File: config.mk
export PLATFORM = sky130hd
export DESIGN_NAME = asf_status
export DESIGN_NICKNAME = d
export VERILOG_FILES = /design/src/asf_pkg.sv /design/src/asf_alu_if.sv /design/src/asf_calc.sv /design/src/asf_status.sv
export VERILOG_INCLUDE_DIRS = /design/src
export SDC_FILE = /design/constraint.sdc
export NUM_CORES = 1
export LEC_CHECK = 0
export ABC_AREA = 1
export BUFFER_PORTS_ARGS = -buffer_cell sky130_fd_sc_hd__buf_4
export CAP_MARGIN = 20
export CELL_PAD_IN_SITES_DETAIL_PLACEMENT = 0
export CELL_PAD_IN_SITES_GLOBAL_PLACEMENT = 1
export CORE_ASPECT_RATIO = 0.9
export CORE_MARGIN = 3
export CORE_UTILIZATION = 34
export CTS_BUF_LIST = sky130_fd_sc_hd__clkbuf_8
export CTS_CLUSTER_DIAMETER = 120
export DETAILED_ROUTE_END_ITERATION = 10
export GPL_ROUTABILITY_DRIVEN = 1
export PLACE_DENSITY = 0.88
export REMOVE_ABC_BUFFERS = 1
export SLEW_MARGIN = 20
export SYNTH_ARGS = -nofsm -noshare
export SYNTH_HDL_FRONTEND = slang
export SYNTH_SLANG_ARGS = --single-unit
File: constraint.sdc
create_clock -name clk_sys -period 6 [get_ports clk_sys]
set_input_delay 0.6 -clock clk_sys [delete_from_list [all_inputs] [get_ports clk_sys]]
set_output_delay 0.6 -clock clk_sys [all_outputs]
set_load 0.01 [all_outputs]
File: src/asf_defs.svh
// constants for the alu status flag register
`ifndef ASF_DEFS_SVH
`define ASF_DEFS_SVH
`define ASF_FLAG_ADDR 12'hFD8
`define ASF_BIT_NEG 4
`define ASF_BIT_OVF 3
`define ASF_BIT_ZERO 2
`define ASF_BIT_DIG 1
`define ASF_BIT_CARRY 0
`define ASF_IMPL_MASK 8'h1F
`define ASF_RESET_VAL 5'h00
`endif

File: src/asf_pkg.sv
// types for the alu status flag register
package asf_pkg;
    typedef enum logic [3:0] {
        ASF_OP_NONE = 4'h0,
        ASF_OP_ADD = 4'h1,
        ASF_OP_SUB = 4'h2,
        ASF_OP_LOGIC = 4'h3,
        ASF_OP_CLEAR = 4'h4,
        ASF_OP_ROT_RIGHT = 4'h5,
        ASF_OP_ROT_LEFT = 4'h6,
        ASF_OP_MOVE = 4'h7,
        ASF_OP_BIT = 4'h8,
        ASF_OP_SWAP = 4'h9,
        ASF_OP_PASS_NZ = 4'hA
    } asf_op_e;
endpackage

File: src/asf_alu_if.sv
// flag result bundle between compute unit and register
`timescale 1ns/1ps
`default_nettype none
interface asf_alu_if;
    logic [7:0] result;
    logic [4:0] flags;
    logic [4:0] flag_mask;
    modport calc (output result, output flags, output flag_mask);
    modport reg_side (input result, input flags, input flag_mask);
endinterface
`default_nettype wire

File: src/asf_calc.sv
// combinational alu computing result and flag values
`timescale 1ns/1ps
`default_nettype none
`include "asf_defs.svh"
module asf_calc (
    // operation
    input wire asf_pkg::asf_op_e op,
    input wire logic [7:0] opnd_a,
    input wire logic [7:0] opnd_b,
    input wire logic [4:0] cur_flags,
    // result
    asf_alu_if.calc out_if
);
    logic [8:0] sum;
    logic [4:0] nib;
    logic [7:0] b_eff;
    logic cin;
    logic [7:0] res;
    logic [4:0] fl;
    logic [4:0] msk;

    always_comb begin
        b_eff = (op == asf_pkg::ASF_OP_SUB) ? ~opnd_b : opnd_b;
        cin = (op == asf_pkg::ASF_OP_SUB);
        sum = {1'b0, opnd_a} + {1'b0, b_eff} + {8'h00, cin};
        nib = {1'b0, opnd_a[3:0]} + {1'b0, b_eff[3:0]} + {4'h0, cin};
        res = opnd_a;
        fl = cur_flags;
        msk = 5'h00;
        unique case (op)
            asf_pkg::ASF_OP_ADD, asf_pkg::ASF_OP_SUB: begin
                res = sum[7:0];
                fl[`ASF_BIT_CARRY] = sum[8];
                fl[`ASF_BIT_DIG] = nib[4];
                fl[`ASF_BIT_OVF] = (opnd_a[7] == b_eff[7]) && (sum[7] != opnd_a[7]);
                msk = 5'h1F;
            end
            asf_pkg::ASF_OP_LOGIC, asf_pkg::ASF_OP_PASS_NZ: begin
                res = opnd_a;
                msk = 5'h14;
            end
            asf_pkg::ASF_OP_CLEAR: begin
                res = 8'h00;
                msk = 5'h04;
            end
            asf_pkg::ASF_OP_ROT_RIGHT: begin
                res = {cur_flags[`ASF_BIT_CARRY], opnd_a[7:1]};
                fl[`ASF_BIT_CARRY] = opnd_a[0];
                msk = 5'h15;
            end
            asf_pkg::ASF_OP_ROT_LEFT: begin
                res = {opnd_a[6:0], cur_flags[`ASF_BIT_CARRY]};
                fl[`ASF_BIT_CARRY] = opnd_a[7];
                msk = 5'h15;
            end
            asf_pkg::ASF_OP_SWAP: begin
                res = {opnd_a[3:0], opnd_a[7:4]};
            end
            asf_pkg::ASF_OP_MOVE, asf_pkg::ASF_OP_BIT, asf_pkg::ASF_OP_NONE: begin
                res = opnd_a;
            end
            default: begin
                res = opnd_a;
            end
        endcase
        fl[`ASF_BIT_NEG] = res[7];
        fl[`ASF_BIT_ZERO] = (res == 8'h00);
    end

    assign out_if.result = res;
    assign out_if.flags = fl;
    assign out_if.flag_mask = msk;
endmodule
`default_nettype wire

File: src/asf_status.sv
// alu status flag register with data-memory access
//
// Notes on behaviour
// - flag-affecting op targeting flags: drop result, update flags only
// - clear op on flag register sets zero, keeps others
// - bit ops, swap and moves alter no flag unless the flag register is their destination
// - flag register usable as operand like any other register
// - bits 7 to 5 read zero; low five read/write, undefined at power-on
// - negative flag copies result msb
// - overflow flag set when signed result leaves seven-bit range
// - zero flag set when result equals zero
// - add/sub: digit flag is carry out of bit three
// - add/sub: carry flag is carry out of bit seven
// - subtraction adds two's complement; carries act as inverted borrows
// - rotates load carry with bit shifted out
`timescale 1ns/1ps
`default_nettype none
`include "asf_defs.svh"
module asf_status #(
    parameter int ADDR_W = 12
) (
    // clock and reset
    input wire logic clk_sys,
    input wire logic rst_n,
    // instruction execution
    input wire logic exec_en,
    input wire asf_pkg::asf_op_e exec_op,
    input wire logic [7:0] exec_opnd_a,
    input wire logic [7:0] exec_opnd_b,
    input wire logic [ADDR_W-1:0] exec_dest_addr,
    input wire logic exec_dest_file,
    // data memory write path for plain writes
    input wire logic mem_wr_en,
    input wire logic [ADDR_W-1:0] mem_wr_addr,
    input wire logic [7:0] mem_wr_data,
    // data memory read path
    input wire logic [ADDR_W-1:0] mem_rd_addr,
    // outputs
    output logic [7:0] exec_result,
    output logic exec_result_wr,
    output logic [7:0] mem_rd_data,
    output logic [4:0] flags_out
);
    // ---------------------------------------------------------------
    // compute
    // ---------------------------------------------------------------
    asf_alu_if alu_if ();
    logic [4:0] flags_r;
    logic [4:0] flags_nxt;
    logic [7:0] res_r;
    logic [7:0] res_nxt;
    logic wr_r;
    logic wr_nxt;
    logic [7:0] rd_r;
    logic [7:0] rd_nxt;
    logic tgt_flags;

    function automatic logic is_flag_addr(input logic [ADDR_W-1:0] a);
        is_flag_addr = (a == ADDR_W'(`ASF_FLAG_ADDR));
    endfunction

    asf_calc u_calc (
        .op(exec_op),
        .opnd_a(exec_opnd_a),
        .opnd_b(exec_opnd_b),
        .cur_flags(flags_r),
        .out_if(alu_if.calc)
    );

    // ---------------------------------------------------------------
    // next state
    // ---------------------------------------------------------------
    always_comb begin
        flags_nxt = flags_r;
        res_nxt = res_r;
        wr_nxt = 1'b0;
        tgt_flags = exec_dest_file && is_flag_addr(exec_dest_addr);
        rd_nxt = {3'b000, flags_r} & `ASF_IMPL_MASK;
        if (!is_flag_addr(mem_rd_addr)) begin
            rd_nxt = 8'h00;
        end
        if (mem_wr_en && is_flag_addr(mem_wr_addr)) begin
            flags_nxt = mem_wr_data[4:0];
        end
        if (exec_en) begin
            if (tgt_flags && alu_if.flag_mask != 5'h00) begin
                flags_nxt = (flags_r & ~alu_if.flag_mask)
                          | (alu_if.flags & alu_if.flag_mask);
            end else begin
                if (tgt_flags) begin
                    flags_nxt = alu_if.result[4:0];
                end else begin
                    flags_nxt = (flags_nxt & ~alu_if.flag_mask)
                              | (alu_if.flags & alu_if.flag_mask);
                end
                res_nxt = alu_if.result;
                wr_nxt = !tgt_flags;
            end
        end
    end

    // ---------------------------------------------------------------
    // registers
    // ---------------------------------------------------------------
    always_ff @(posedge clk_sys) begin
        if (!rst_n) begin
            flags_r <= `ASF_RESET_VAL;
            res_r <= 8'h00;
            wr_r <= 1'b0;
            rd_r <= 8'h00;
        end else begin
            flags_r <= flags_nxt;
            res_r <= res_nxt;
            wr_r <= wr_nxt;
            rd_r <= rd_nxt;
        end
    end

    assign exec_result = res_r;
    assign exec_result_wr = wr_r;
    assign mem_rd_data = rd_r;
    assign flags_out = flags_r;
endmodule
`default_nettype wire

==> results of run 1 <==
metrics by stage:
step | total power, uW | instances | hold slack [ps] | instance area, um2 | setup slack [ps]
2_1_floorplan | 226 | 335 | 475 | 1980 | 3290
3_3_place_gp | 295 | 486 | 445 | 2700 | 2750
3_5_place_dp | 295 | 486 | 446 | 2700 | 2730
4_1_cts | 387 | 490 | 456 | 2740 | 3000
5_1_grt | 413 | 490 | 485 | 2740 | 2700
6_report | 382 | 490 | 445 | 2740 | 2970
logic make-up (layout without fill, tap and decap cells):
kind of cell / count (synthesis) / after routing
other cells: 1 / 3
flops: 19 / 19
compound gates: 50 / 50
fa+ha+maj: 12 / 12
xor+xnor: 9 / 9
buf+inv: 56 / 138
simple gates: 192 / 192
critical path, delay by kind of cell:
kind	cells	cell delay, ps
fa+ha+maj	1	480
buf+inv	3	220
xor+xnor	1	270
simple gates	13	1510
compound gates	1	130
layer usage:
| layer | global-route usage | up-vias | wire (um) |
|---|---|---|---|
| met5 | 0 | - | 0 |
| met4 | 0.0230 | 0 | 43 |
| met3 | 0.0332 | 6 | 641 |
| met2 | 0.281 | 112 | 2710 |
| met1 | 0.266 | 1070 | 2840 |
| li1 | - | 1264 | - |
worst min path at each step:
stage	startpoint	to	slack (ps)	cells past startpoint
after floorplan	register	mem_rd_data[2]	470	2
after global placement	register	mem_rd_data[2]	450	2
after detailed placement	register	mem_rd_data[2]	450	2
after CTS	register	mem_rd_data[2]	460	2
after global routing	register	mem_rd_data[2]	480	2
final	register	mem_rd_data[2]	450	2
power groups by stage:
| stage | Sequential (uW) | Combinational [uW] | Clock (uW) |
|---|---|---|---|
| global route | 136 | 179 | 98.0 |
| finish | 135 | 159 | 88.4 |
| global placement | 138 | 157 | 0 |
| detailed placement | 138 | 158 | 0 |
| floorplan | 140 | 85.3 | 0 |
| CTS | 135 | 159 | 93.0 |
layout make-up:
class | instances | share of cell area
multi-input combinational | 266 | 0.516
tap | 67 | 0.0306
inverter | 50 | 0.0685
clock inverter | 1 | 0.00137
sequential | 19 | 0.139
clock buffer | 3 | 0.0151
timing repair buffer | 84 | 0.230
cells in the final DEF (no fill, tap or decap):
cell / netlist / final
sky130_fd_sc_hd__nand3_1: 36 / 36
sky130_fd_sc_hd__inv_2: 8 / 8
sky130_fd_sc_hd__nor2_1: 45 / 45
sky130_fd_sc_hd__o221ai_1: 2 / 2
sky130_fd_sc_hd__nor3_2: 1 / 1
sky130_fd_sc_hd__o21ai_0: 22 / 22
sky130_fd_sc_hd__inv_1: 42 / 43
sky130_fd_sc_hd__o22ai_1: 1 / 1
sky130_fd_sc_hd__nand2_2: 7 / 7
sky130_fd_sc_hd__o21ai_1: 1 / 1
sky130_fd_sc_hd__nor3_1: 4 / 4
sky130_fd_sc_hd__xnor2_1: 8 / 8
sky130_fd_sc_hd__nand3b_1: 1 / 1
sky130_fd_sc_hd__fa_1: 1 / 1
sky130_fd_sc_hd__conb_1: 1 / 3
sky130_fd_sc_hd__nor2_2: 1 / 1
sky130_fd_sc_hd__nor4_2: 1 / 1
sky130_fd_sc_hd__xor2_1: 1 / 1
sky130_fd_sc_hd__ha_1: 11 / 11
sky130_fd_sc_hd__nor2_4: 5 / 5
sky130_fd_sc_hd__o21bai_1: 1 / 1
sky130_fd_sc_hd__nand2_1: 81 / 81
sky130_fd_sc_hd__nand3_2: 1 / 1
sky130_fd_sc_hd__dfxtp_1: 19 / 19
sky130_fd_sc_hd__a21oi_1: 15 / 15
sky130_fd_sc_hd__nor4_1: 3 / 3
sky130_fd_sc_hd__nand4_1: 5 / 5
sky130_fd_sc_hd__nand3_4: 1 / 1
sky130_fd_sc_hd__o211ai_1: 6 / 6
sky130_fd_sc_hd__a31oi_1: 2 / 2
sky130_fd_sc_hd__clkbuf_8: 0 / 3
sky130_fd_sc_hd__buf_4: 3 / 84
==> run summary, run 1 <==
LAYOUT
-------------------------------------------------------------------------------------------
Core Util, Final .............................................................        0.501
Synthesis-to-finish area growth ..............................................        36.0%
Antenna Diode Count ..........................................................            0
Final net count ..............................................................          505
Seq. cell area ...............................................................      380 um2
Total area of multi-input combinational cells ................................     1410 um2
Fraction of layout instances using a drive strength above 1 ..................        0.265
Count of filler cells inserted in the layout .................................          592

SYNTHESIS
-------------------------------------------------------------------------------------------
Complex-gate fraction of the synthesized area ................................        0.138
Per-instance average area after synthesis ....................................     5.95 um2
Largest family of logic cells by synthesized area ............................ simple AND/OR/NAND/NOR gates
Number of synthesized flops with an enable pin ...............................            0
Cell count after synthesis ...................................................          339
Synth top cells by count ..................................................... 81 x sky130_fd_sc_hd__nand2_1, 45 x sky130_fd_sc_hd__nor2_1, 42 x sky130_fd_sc_hd__inv_1
Main area contributors after synthesis ....................................... sky130_fd_sc_hd__dfxtp_1 19%, sky130_fd_sc_hd__nand2_1 15%, sky130_fd_sc_hd__nand3_1 8.9%
Synthesized-area fraction occupied by xor and xnor cells .....................       0.0391
Number of warnings issued by yosys ...........................................            0
Total of flip-flops plus latches after synthesis .............................           19
Area fraction of the dominant cell type after synthesis ......................        0.189
Multiplexer fraction of the synthesized cell area ............................            0
Cell with the most instances after synthesis ................................. sky130_fd_sc_hd__nand2_1
Yosys top cell by area ....................................................... sky130_fd_sc_hd__dfxtp_1
Area share of and/or/nand/nor cells after synthesis ..........................        0.440
Number of distinct standard cells referenced by the synthesized netlist ......           33
Most used flip-flop cell after synthesis ..................................... sky130_fd_sc_hd__dfxtp_1
Sequential cell area fraction in the yosys report ............................        0.189
FFs w/ async S/R, synth ......................................................            0
Share of synthesized cell area in full adder, half adder and majority cells ..       0.0782
Combined area of all synthesized cells .......................................     2020 um2

GRT
-------------------------------------------------------------------------------------------
Pin count of the biggest net entering global routing .........................           19
Wire length of the first global-routing pass .................................     10100 um
Final global-route overflow total ............................................            0
Antenna violations before repair .............................................            0
Total GRT Usage ..............................................................        0.181
Vias in the first global route ...............................................         2188

DRT
-------------------------------------------------------------------------------------------
Routed Wire Length ...........................................................      6240 um
Count of vias placed by the detailed router ..................................         2452
Routed length per instance ...................................................      12.7 um
Vias/cell ....................................................................         5.00
Number of design-rule violations left by the first detailed-router iteration .          212
DRC violations left ..........................................................            0
Remaining number of nets flagged by the antenna check after routing ..........            0
TritonRoute pass-1 iters .....................................................            5

CLOCK NETWORK
-------------------------------------------------------------------------------------------
Clock transition at path regs ................................................        70 ps
Depth of the CTS H-tree ......................................................            1
Number of buffers inserted to repair setup after CTS .........................            0
Number of buffers inserted for hold repair after clock tree synthesis ........            0
PostCTS Resize Cnt ...........................................................            0
Clock tree from TritonCTS ....................................................         done
Clock Latency Late Sink ......................................................       260 ps
Clock root cell .............................................................. sky130_fd_sc_hd__clkbuf_8
Number of CTS-inserted buffers ...............................................            3
Clock Tree Buf Depth .........................................................            2
Sink Count ...................................................................           19

TIMING
-------------------------------------------------------------------------------------------
Final count of negative-setup-slack endpoints ................................            0
Fmax .........................................................................      330 MHz
RSZ-0062 raised after global routing .........................................        false
Final critical-path share of the clock period ................................        0.505
Final slew viol count ........................................................            0
Headroom to the max-slew limit ...............................................        0.520
Transition at the pin with the smallest max-transition slack .................       714 ps
Clock Skews ..................................................................      5.81 ps
Final hold violations ........................................................            0
Period minus WS final ........................................................      3030 ps
Total Negative Setup Slacks ..................................................         0 ps

DIE
-------------------------------------------------------------------------------------------
Die span in y ................................................................      79.0 um
Core Box Area ................................................................     5470 um2
Total die area ...............................................................     6890 um2
Number of core rows ..........................................................           25
Starting density of the core .................................................        0.368
I/O Pins .....................................................................           91
Horizontal extent of the die .................................................      87.2 um

WORST SETUP PATH
-------------------------------------------------------------------------------------------
Critical Path Slowest Stage Cell ............................................. sky130_fd_sc_hd__fa_1
Critical Path RT .............................................................      6190 ps
Minimum setup slack among reg-to-reg paths ...................................      4560 ps
Critical Path Fanout Max .....................................................            7
CP Cell Sequence ............................................................. buf_4 -> inv_2 -> nor2_1 -> nand2_1 -> xnor2_1 -> fa_1 -> nand3_1 -> nand2_1 -> inv_1 -> nand2_1 -> nand3_1 -> nand2_1 -> nor2_1 -> nand3_1 -> nor2_2 -> nand3_1 -> nand2_1 -> nand2_1 -> a21oi_1
CP max stage delay ...........................................................       480 ps
Sort of element at the end of the critical path ..............................     register
Most frequent cell on the critical path ...................................... sky130_fd_sc_hd__nand2_1
Worst Reg2Reg Path Length in Cells ...........................................            9
Start point of the critical path .............................................   exec_op[1]
Kind of launch point of the worst setup path ................................. primary input
Worst path arrival time ......................................................      3220 ps
Critical path class ..........................................................       in2reg
Startpoint of the worst register-to-register path ............................ flags_out[0]

POWER
-------------------------------------------------------------------------------------------
Power share of the combinational group .......................................        0.415
Power density of the placed cells ............................................   139 nW/um2
Leakage power figure .........................................................   0.00143 uW
Sw power .....................................................................       134 uW
Maximum vdd drop .............................................................       107 uV
Share of total power consumed by net switching ...............................        0.352
Part of the total power dissipated in sequential elements ....................        0.353
Clock network fraction of design power .......................................        0.231
Internal power contribution ..................................................       248 uW

PLACE
-------------------------------------------------------------------------------------------
Half-perimeter wire length of the detailed placement result ..................      5230 um
Placer congestion estimate ...................................................        0.893
# port buffers ...............................................................           84

HOLD PATH
-------------------------------------------------------------------------------------------
Kind of path behind the tightest hold check ..................................      reg2reg

RUN STATUS
-------------------------------------------------------------------------------------------
Run status ................................................................... finished clean

JOB
-------------------------------------------------------------------------------------------
# Max-Cap Violations .........................................................            0

No activity file was read; power rests on OpenSTA's default activity.
==> run 2, diff against run 1 <==
- CORE_UTILIZATION: 34 -> 29
- PLACE_DENSITY: 0.88 -> 0.8
- clock period: 6 -> 2.7 ns (I/O delays scaled with it)
==> run 2 against run 1 <==
Compared with the run above:
- clock-buffer cell count unchanged
- cell area increased by 5.0%
- combinational power increased by 140%
- largest cell class unchanged
==> run summary, run 2 (synthesis gave the netlist of run 1 again) <==
CLOCK NETWORK
-------------------------------------------------------------------------------------------
Sink Count ...................................................................           19   unchanged
Depth of the CTS H-tree ......................................................            1   unchanged
Clock transition at path regs ................................................        70 ps   about the same
Clock tree from TritonCTS ....................................................         done
Number of buffers inserted to repair setup after CTS .........................            0   unchanged
Number of buffers inserted for hold repair after clock tree synthesis ........            0   unchanged
Clock root cell .............................................................. sky130_fd_sc_hd__clkbuf_8
Number of CTS-inserted buffers ...............................................            3   unchanged
PostCTS Resize Cnt ...........................................................            0   unchanged
Clock Latency Late Sink ......................................................       260 ps   about the same
Clock Tree Buf Depth .........................................................            2   unchanged

PLACE
-------------------------------------------------------------------------------------------
Post-Place Setup Slack .......................................................      1.77 ps   -2730 ps
Placer congestion estimate ...................................................        0.881   -1.4%
Half-perimeter wire length of the detailed placement result ..................      5400 um   +3.2%
# port buffers ...............................................................           84   unchanged

LAYOUT
-------------------------------------------------------------------------------------------
Commonest non-fill, non-tap cell in the layout ............................... sky130_fd_sc_hd__buf_4
Synthesis-to-finish area growth ..............................................        42.8%
Core Util, Final .............................................................        0.432   -0.0685
Most frequent cells in the layout ............................................ 97 x sky130_fd_sc_hd__buf_4, 80 x sky130_fd_sc_hd__nand2_1, 45 x sky130_fd_sc_hd__nor2_1, 42 x sky130_fd_sc_hd__inv_1, 36 x sky130_fd_sc_hd__nand3_1
Final net count ..............................................................          518   +2.6%
Fraction of layout instances using a drive strength above 1 ..................        0.294   +0.0288
Antenna Diode Count ..........................................................            0   unchanged

WORST SETUP PATH
-------------------------------------------------------------------------------------------
Critical path class ..........................................................       in2reg
Sort of element at the end of the critical path ..............................     register
Buffering stage count on the worst path with inverters included ..............            4   +1
Kind of launch point of the worst setup path ................................. primary input
Critical Path RT .............................................................      2890 ps   -3300 ps
Most frequent cell on the critical path ...................................... sky130_fd_sc_hd__nand2_1
Critical Path Fanout Max .....................................................            4   -3
Worst path arrival time ......................................................      2560 ps   -660 ps
CP max stage delay ...........................................................       280 ps   -200 ps
CP Depth .....................................................................           18   -1
Critical Path Slowest Stage Cell ............................................. sky130_fd_sc_hd__ha_1
CP Cell Sequence ............................................................. buf_4 -> inv_2 -> nor2_1 -> nand2_2 -> buf_4 -> xnor2_1 -> ha_1 -> inv_1 -> o21bai_1 -> a31oi_2 -> nand2_1 -> nand2_1 -> nand3_1 -> nand2_1 -> nand3_1 -> nand2_1 -> nand2_1 -> a21oi_1
Worst Reg2Reg Path Length in Cells ...........................................            9   unchanged
Kind of cell with the highest combined delay on the critical path ............ simple AND/OR/NAND/NOR gates

DRT
-------------------------------------------------------------------------------------------
TritonRoute pass-1 iters .....................................................            4   -1
Number of design-rule violations left by the first detailed-router iteration .          186   -12%
Routed length per instance ...................................................      12.1 um   -5.3%
Routed Wire Length ...........................................................      6340 um   +1.7%
Remaining number of nets flagged by the antenna check after routing ..........            0   unchanged
DRC violations left ..........................................................            0   unchanged
Vias/cell ....................................................................         4.61   -7.8%
Count of vias placed by the detailed router ..................................         2427   -1.0%

TIMING
-------------------------------------------------------------------------------------------
Total Negative Setup Slacks ..................................................         0 ps   unchanged
Headroom to the max-slew limit ...............................................        0.586   +0.0664
Setup slack after layout .....................................................       330 ps   -2640 ps
Final critical-path share of the clock period ................................        0.878
Transition at the pin with the smallest max-transition slack .................       616 ps   -98.8 ps
Final hold violations ........................................................            0   unchanged
Final count of negative-setup-slack endpoints ................................            0   unchanged
Clock Skews ..................................................................      5.30 ps   -0.507 ps
Final slew viol count ........................................................            0   unchanged
Fmax .........................................................................      422 MHz
RSZ-0062 raised after global routing .........................................        false
Period minus WS final ........................................................      2370 ps

DIE
-------------------------------------------------------------------------------------------
Horizontal extent of the die .................................................      93.9 um   +7.7%
Starting density of the core .................................................        0.303   -0.0654
Number of core rows ..........................................................           28   +12%
Total die area ...............................................................     7990 um2   +16%
I/O Pins .....................................................................           91   unchanged
Core Box Area ................................................................     6660 um2   +22%
Die span in y ................................................................      85.1 um   +7.6%

RUN STATUS
-------------------------------------------------------------------------------------------
Run status ................................................................... finished clean

POWER
-------------------------------------------------------------------------------------------
Leakage power figure .........................................................   0.00149 uW   +4.3%
Power density of the placed cells ............................................   307 nW/um2   +120%
Maximum vdd drop .............................................................       192 uV   +80%
Overall power consumption ....................................................       883 uW   +130%

HOLD PATH
-------------------------------------------------------------------------------------------
Hold path cells ..............................................................            3   +1
Kind of path behind the tightest hold check ..................................       in2reg

GRT
-------------------------------------------------------------------------------------------
Pin count of the biggest net entering global routing .........................           19   unchanged
Wire length of the first global-routing pass .................................     10300 um   +1.8%
Total GRT Usage ..............................................................        0.157   -0.0240
Antenna violations before repair .............................................            0   unchanged
Final global-route overflow total ............................................            0   unchanged
Vias in the first global route ...............................................         2267   +3.6%

JOB
-------------------------------------------------------------------------------------------
# Max-Cap Violations .........................................................            0   unchanged

[run 2: metrics by stage]
stage / area, um2 / hold WS, ps / cells
after floorplan: 1980 / 368 / 335
after global placement: 2820 / 444 / 522
after detailed placement: 2820 / 463 / 522
after CTS: 2870 / 289 / 526
after global routing: 2880 / 305 / 526
final: 2880 / 292 / 526
[run 2: cell type report]
cell class / instances / area (um2)
Clock buffer: 3 / 41.3
Clock inverter: 1 / 5.00
Fill cell: 749 / 3780
Inverter: 50 / 188
Multi-Input combinational cell: 266 / 1420
Sequential cell: 19 / 380
Tap cell: 90 / 113
Timing Repair Buffer: 97 / 728
[run 2: power breakdown]
part,total [uW],internal [uW],switching (uW)
Sequential,300,293,6.91
Combinational,383,180,203
Clock,200,103,96.9
Total,883,576,307
[run 2: worst min-delay path, cell delays in order]
cell and delay [ps]:
sky130_fd_sc_hd__buf_4 150, sky130_fd_sc_hd__nand2_1 60, sky130_fd_sc_hd__inv_1 40
[run 2: worst paths after layout]
check / slack, ps / endpoint / startpoint
min reg2reg: 470 / mem_rd_data[2] / register
min: 290 / flags_out[0] / rst_n
max: 330 / register / exec_op[1]
max reg2reg: 1170 / register / flags_out[0]
[run 2: per-layer routing]
layer / vias to the layer above / track usage / wire length [um]
li1: 1294 / - / -
met1: 1070 / 0.229 / 3150
met2: 63 / 0.256 / 2800
met3: 0 / 0.0266 / 386
met4: 0 / 0.00394 / 0
met5: - / 0 / 0
==> run 3, diff against run 2 <==
- CORE_ASPECT_RATIO: 0.9 -> default
==> run 3 against run 2 <==
Compared with the run above:
- clock skew is 0.61 ps lower
- via count is 1.0% higher
- total power is 1.5% lower
- final cell count is 2.7% lower
- global-route usage is 0.55 points lower
- combinational power is 3% lower
- routed wire length is 1.6% lower
==> run summary, run 3 (synthesis gave the netlist of run 1 again) <==
WORST SETUP PATH
-------------------------------------------------------------------------------------------
Minimum setup slack among reg-to-reg paths ...................................      1310 ps   +140 ps
Worst path arrival time ......................................................      2560 ps   about the same
Buffering stage count on the worst path with inverters included ..............            2   -2
Kind of cell with the highest combined delay on the critical path ............ simple AND/OR/NAND/NOR gates
Critical Path Slowest Stage Cell ............................................. sky130_fd_sc_hd__ha_1
Sort of element at the end of the critical path ..............................     register
Critical path class ..........................................................       in2reg
Critical Path Fanout Max .....................................................            4   unchanged
Startpoint of the worst register-to-register path ............................ flags_out[0]
Most frequent cell on the critical path ...................................... sky130_fd_sc_hd__nand2_1
CP max stage delay ...........................................................       320 ps   +40 ps
Start point of the critical path .............................................   exec_op[0]
Kind of launch point of the worst setup path ................................. primary input
CP Cell Sequence ............................................................. buf_4 -> nor2_1 -> nand2_1 -> buf_4 -> xnor2_1 -> ha_1 -> nand2_1 -> nor2_1 -> nand2_1 -> nand3_1 -> nand2_1 -> nand3_1 -> nand2_1 -> nand2_1 -> nand3_1 -> nor2_2 -> nand3_1 -> nand2_1 -> nand2_1 -> a21oi_1
Critical Path RT .............................................................      2890 ps   about the same

GRT
-------------------------------------------------------------------------------------------
Final global-route overflow total ............................................            0   unchanged
Antenna violations before repair .............................................            0   unchanged
Wire length of the first global-routing pass .................................      9740 um   -5.6%
Total GRT Usage ..............................................................        0.151   -0.00549
Vias in the first global route ...............................................         2161   -4.7%
Pin count of the biggest net entering global routing .........................           19   unchanged

TIMING
-------------------------------------------------------------------------------------------
Final hold violations ........................................................            0   unchanged
Final critical-path share of the clock period ................................        0.877   about the same
Tightest hold margin .........................................................       293 ps   +1.50 ps
Period minus WS final ........................................................      2370 ps   -1.85 ps
RSZ-0062 raised after global routing .........................................        false
Clock Skews ..................................................................      4.69 ps   -0.612 ps
Total Negative Setup Slacks ..................................................         0 ps   unchanged
Final slew viol count ........................................................            0   unchanged
Final count of negative-setup-slack endpoints ................................            0   unchanged
Fmax .........................................................................      422 MHz   about the same

RUN STATUS
-------------------------------------------------------------------------------------------
Run status ................................................................... finished clean

DRT
-------------------------------------------------------------------------------------------
Vias/cell ....................................................................         4.79   +3.8%
Remaining number of nets flagged by the antenna check after routing ..........            0   unchanged
TritonRoute pass-1 iters .....................................................            4   unchanged
Number of design-rule violations left by the first detailed-router iteration .           88   -53%
Routed Wire Length ...........................................................      6240 um   -1.6%
Count of vias placed by the detailed router ..................................         2452   +1.0%
DRC violations left ..........................................................            0   unchanged
Routed length per instance ...................................................      12.2 um   +1.1%

LAYOUT
-------------------------------------------------------------------------------------------
Final net count ..............................................................          517   -0.19%
Antenna Diode Count ..........................................................            0   unchanged
Most frequent cells in the layout ............................................ 96 x sky130_fd_sc_hd__buf_4, 81 x sky130_fd_sc_hd__nand2_1, 45 x sky130_fd_sc_hd__nor2_1, 42 x sky130_fd_sc_hd__inv_1, 36 x sky130_fd_sc_hd__nand3_1
Synthesis-to-finish area growth ..............................................        41.2%
Commonest non-fill, non-tap cell in the layout ............................... sky130_fd_sc_hd__buf_4
Fraction of layout instances using a drive strength above 1 ..................        0.287   -0.00622
Count of filler cells inserted in the layout .................................          715   -4.5%

HOLD PATH
-------------------------------------------------------------------------------------------
Kind of path behind the tightest hold check ..................................       in2reg
Launch instance of the worst min-delay path ..................................        rst_n

DIE
-------------------------------------------------------------------------------------------
I/O Pins .....................................................................           91   unchanged
Core Box Area ................................................................     6530 um2   -1.9%
Horizontal extent of the die .................................................      89.4 um   -4.8%
Starting density of the core .................................................        0.309   +0.00580
Number of core rows ..........................................................           29   +3.6%
Die span in y ................................................................      89.4 um   +5.0%
Total die area ...............................................................     7990 um2   about the same

PLACE
-------------------------------------------------------------------------------------------
# port buffers ...............................................................           84   unchanged
Half-perimeter wire length of the detailed placement result ..................      5370 um   -0.64%
Placer congestion estimate ...................................................        0.931   +5.7%

CLOCK NETWORK
-------------------------------------------------------------------------------------------
PostCTS Resize Cnt ...........................................................            0   unchanged
Clock root cell .............................................................. sky130_fd_sc_hd__clkbuf_8
Sink Count ...................................................................           19   unchanged
Number of CTS-inserted buffers ...............................................            3   unchanged
Clock Latency Late Sink ......................................................       260 ps   about the same
Clock tree from TritonCTS ....................................................         done
Depth of the CTS H-tree ......................................................            1   unchanged
Number of buffers inserted for hold repair after clock tree synthesis ........            0   unchanged
Clock Tree Buf Depth .........................................................            2   unchanged
Number of buffers inserted to repair setup after CTS .........................            0   unchanged
Clock transition at path regs ................................................        70 ps   about the same

POWER
-------------------------------------------------------------------------------------------
Overall power consumption ....................................................       870 uW   -1.5%
Leakage power figure .........................................................   0.00149 uW   -0.36%
Maximum vdd drop .............................................................       167 uV   -13%
Power density of the placed cells ............................................   306 nW/um2   -0.36%

JOB
-------------------------------------------------------------------------------------------
# Max-Cap Violations .........................................................            0   unchanged

[run 3: where the power goes]
group | switching, uW | internal, uW
clock | 97.6 | 103
combinational | 198 | 172
sequential | 6.90 | 293
total | 302 | 567
[run 3: worst register-to-register path: stages, from the launching register on]
cell and delay (ps):
sky130_fd_sc_hd__dfxtp_1 330, sky130_fd_sc_hd__nand2_1 70, sky130_fd_sc_hd__nand3_1 80, sky130_fd_sc_hd__nor2_1 90, sky130_fd_sc_hd__nand2_1 90, sky130_fd_sc_hd__nor2_1 100
sky130_fd_sc_hd__nand3_1 90, sky130_fd_sc_hd__nor2_2 140, sky130_fd_sc_hd__nand3_1 90, sky130_fd_sc_hd__nand2_1 60, sky130_fd_sc_hd__nand2_1 50, sky130_fd_sc_hd__a21oi_1 130
[run 3: layout make-up]
cell class / count / area (um2) / share of cell area
Clock buffer: 3 / 41.3 / 0.0145
Clock inverter: 1 / 5.00 / 0.00176
Multi-Input combinational cell: 266 / 1410 / 0.497
Tap cell: 77 / 96.3 / 0.0339
Timing Repair Buffer: 96 / 721 / 0.253
Inverter: 50 / 188 / 0.0660
Sequential cell: 19 / 380 / 0.134
[run 3: stage by stage]
| stage | utilization | worst slack (ps) | std cells | cell area, um2 |
|---|---|---|---|---|
| floorplan | - | 316 | 335 | 1980 |
| global placement | 0.429 | 79.0 | 508 | 2800 |
| detailed placement | 0.429 | 61.0 | 508 | 2800 |
| CTS | 0.436 | 309 | 512 | 2850 |
| global route | 0.436 | 35.0 | 512 | 2850 |
| finish | 0.436 | 332 | 512 | 2850 |
[run 3: path summary, 6_finish.rpt]
check / to / depth (start not counted)
setup / recovery: register / 20
hold / removal: flags_out[0] / 3
hold reg to reg: mem_rd_data[2] / 2
setup reg to reg: register / 11
[run 3: metal layers]
layer | vias up | part of all wire | global-route usage
met5 | - | 0 | 0
met1 | 1086 | 0.47 | 0.204
met2 | 71 | 0.46 | 0.257
li1 | 1289 | - | -
met4 | 0 | 0.010 | 0.0365
met3 | 6 | 0.067 | 0.0184
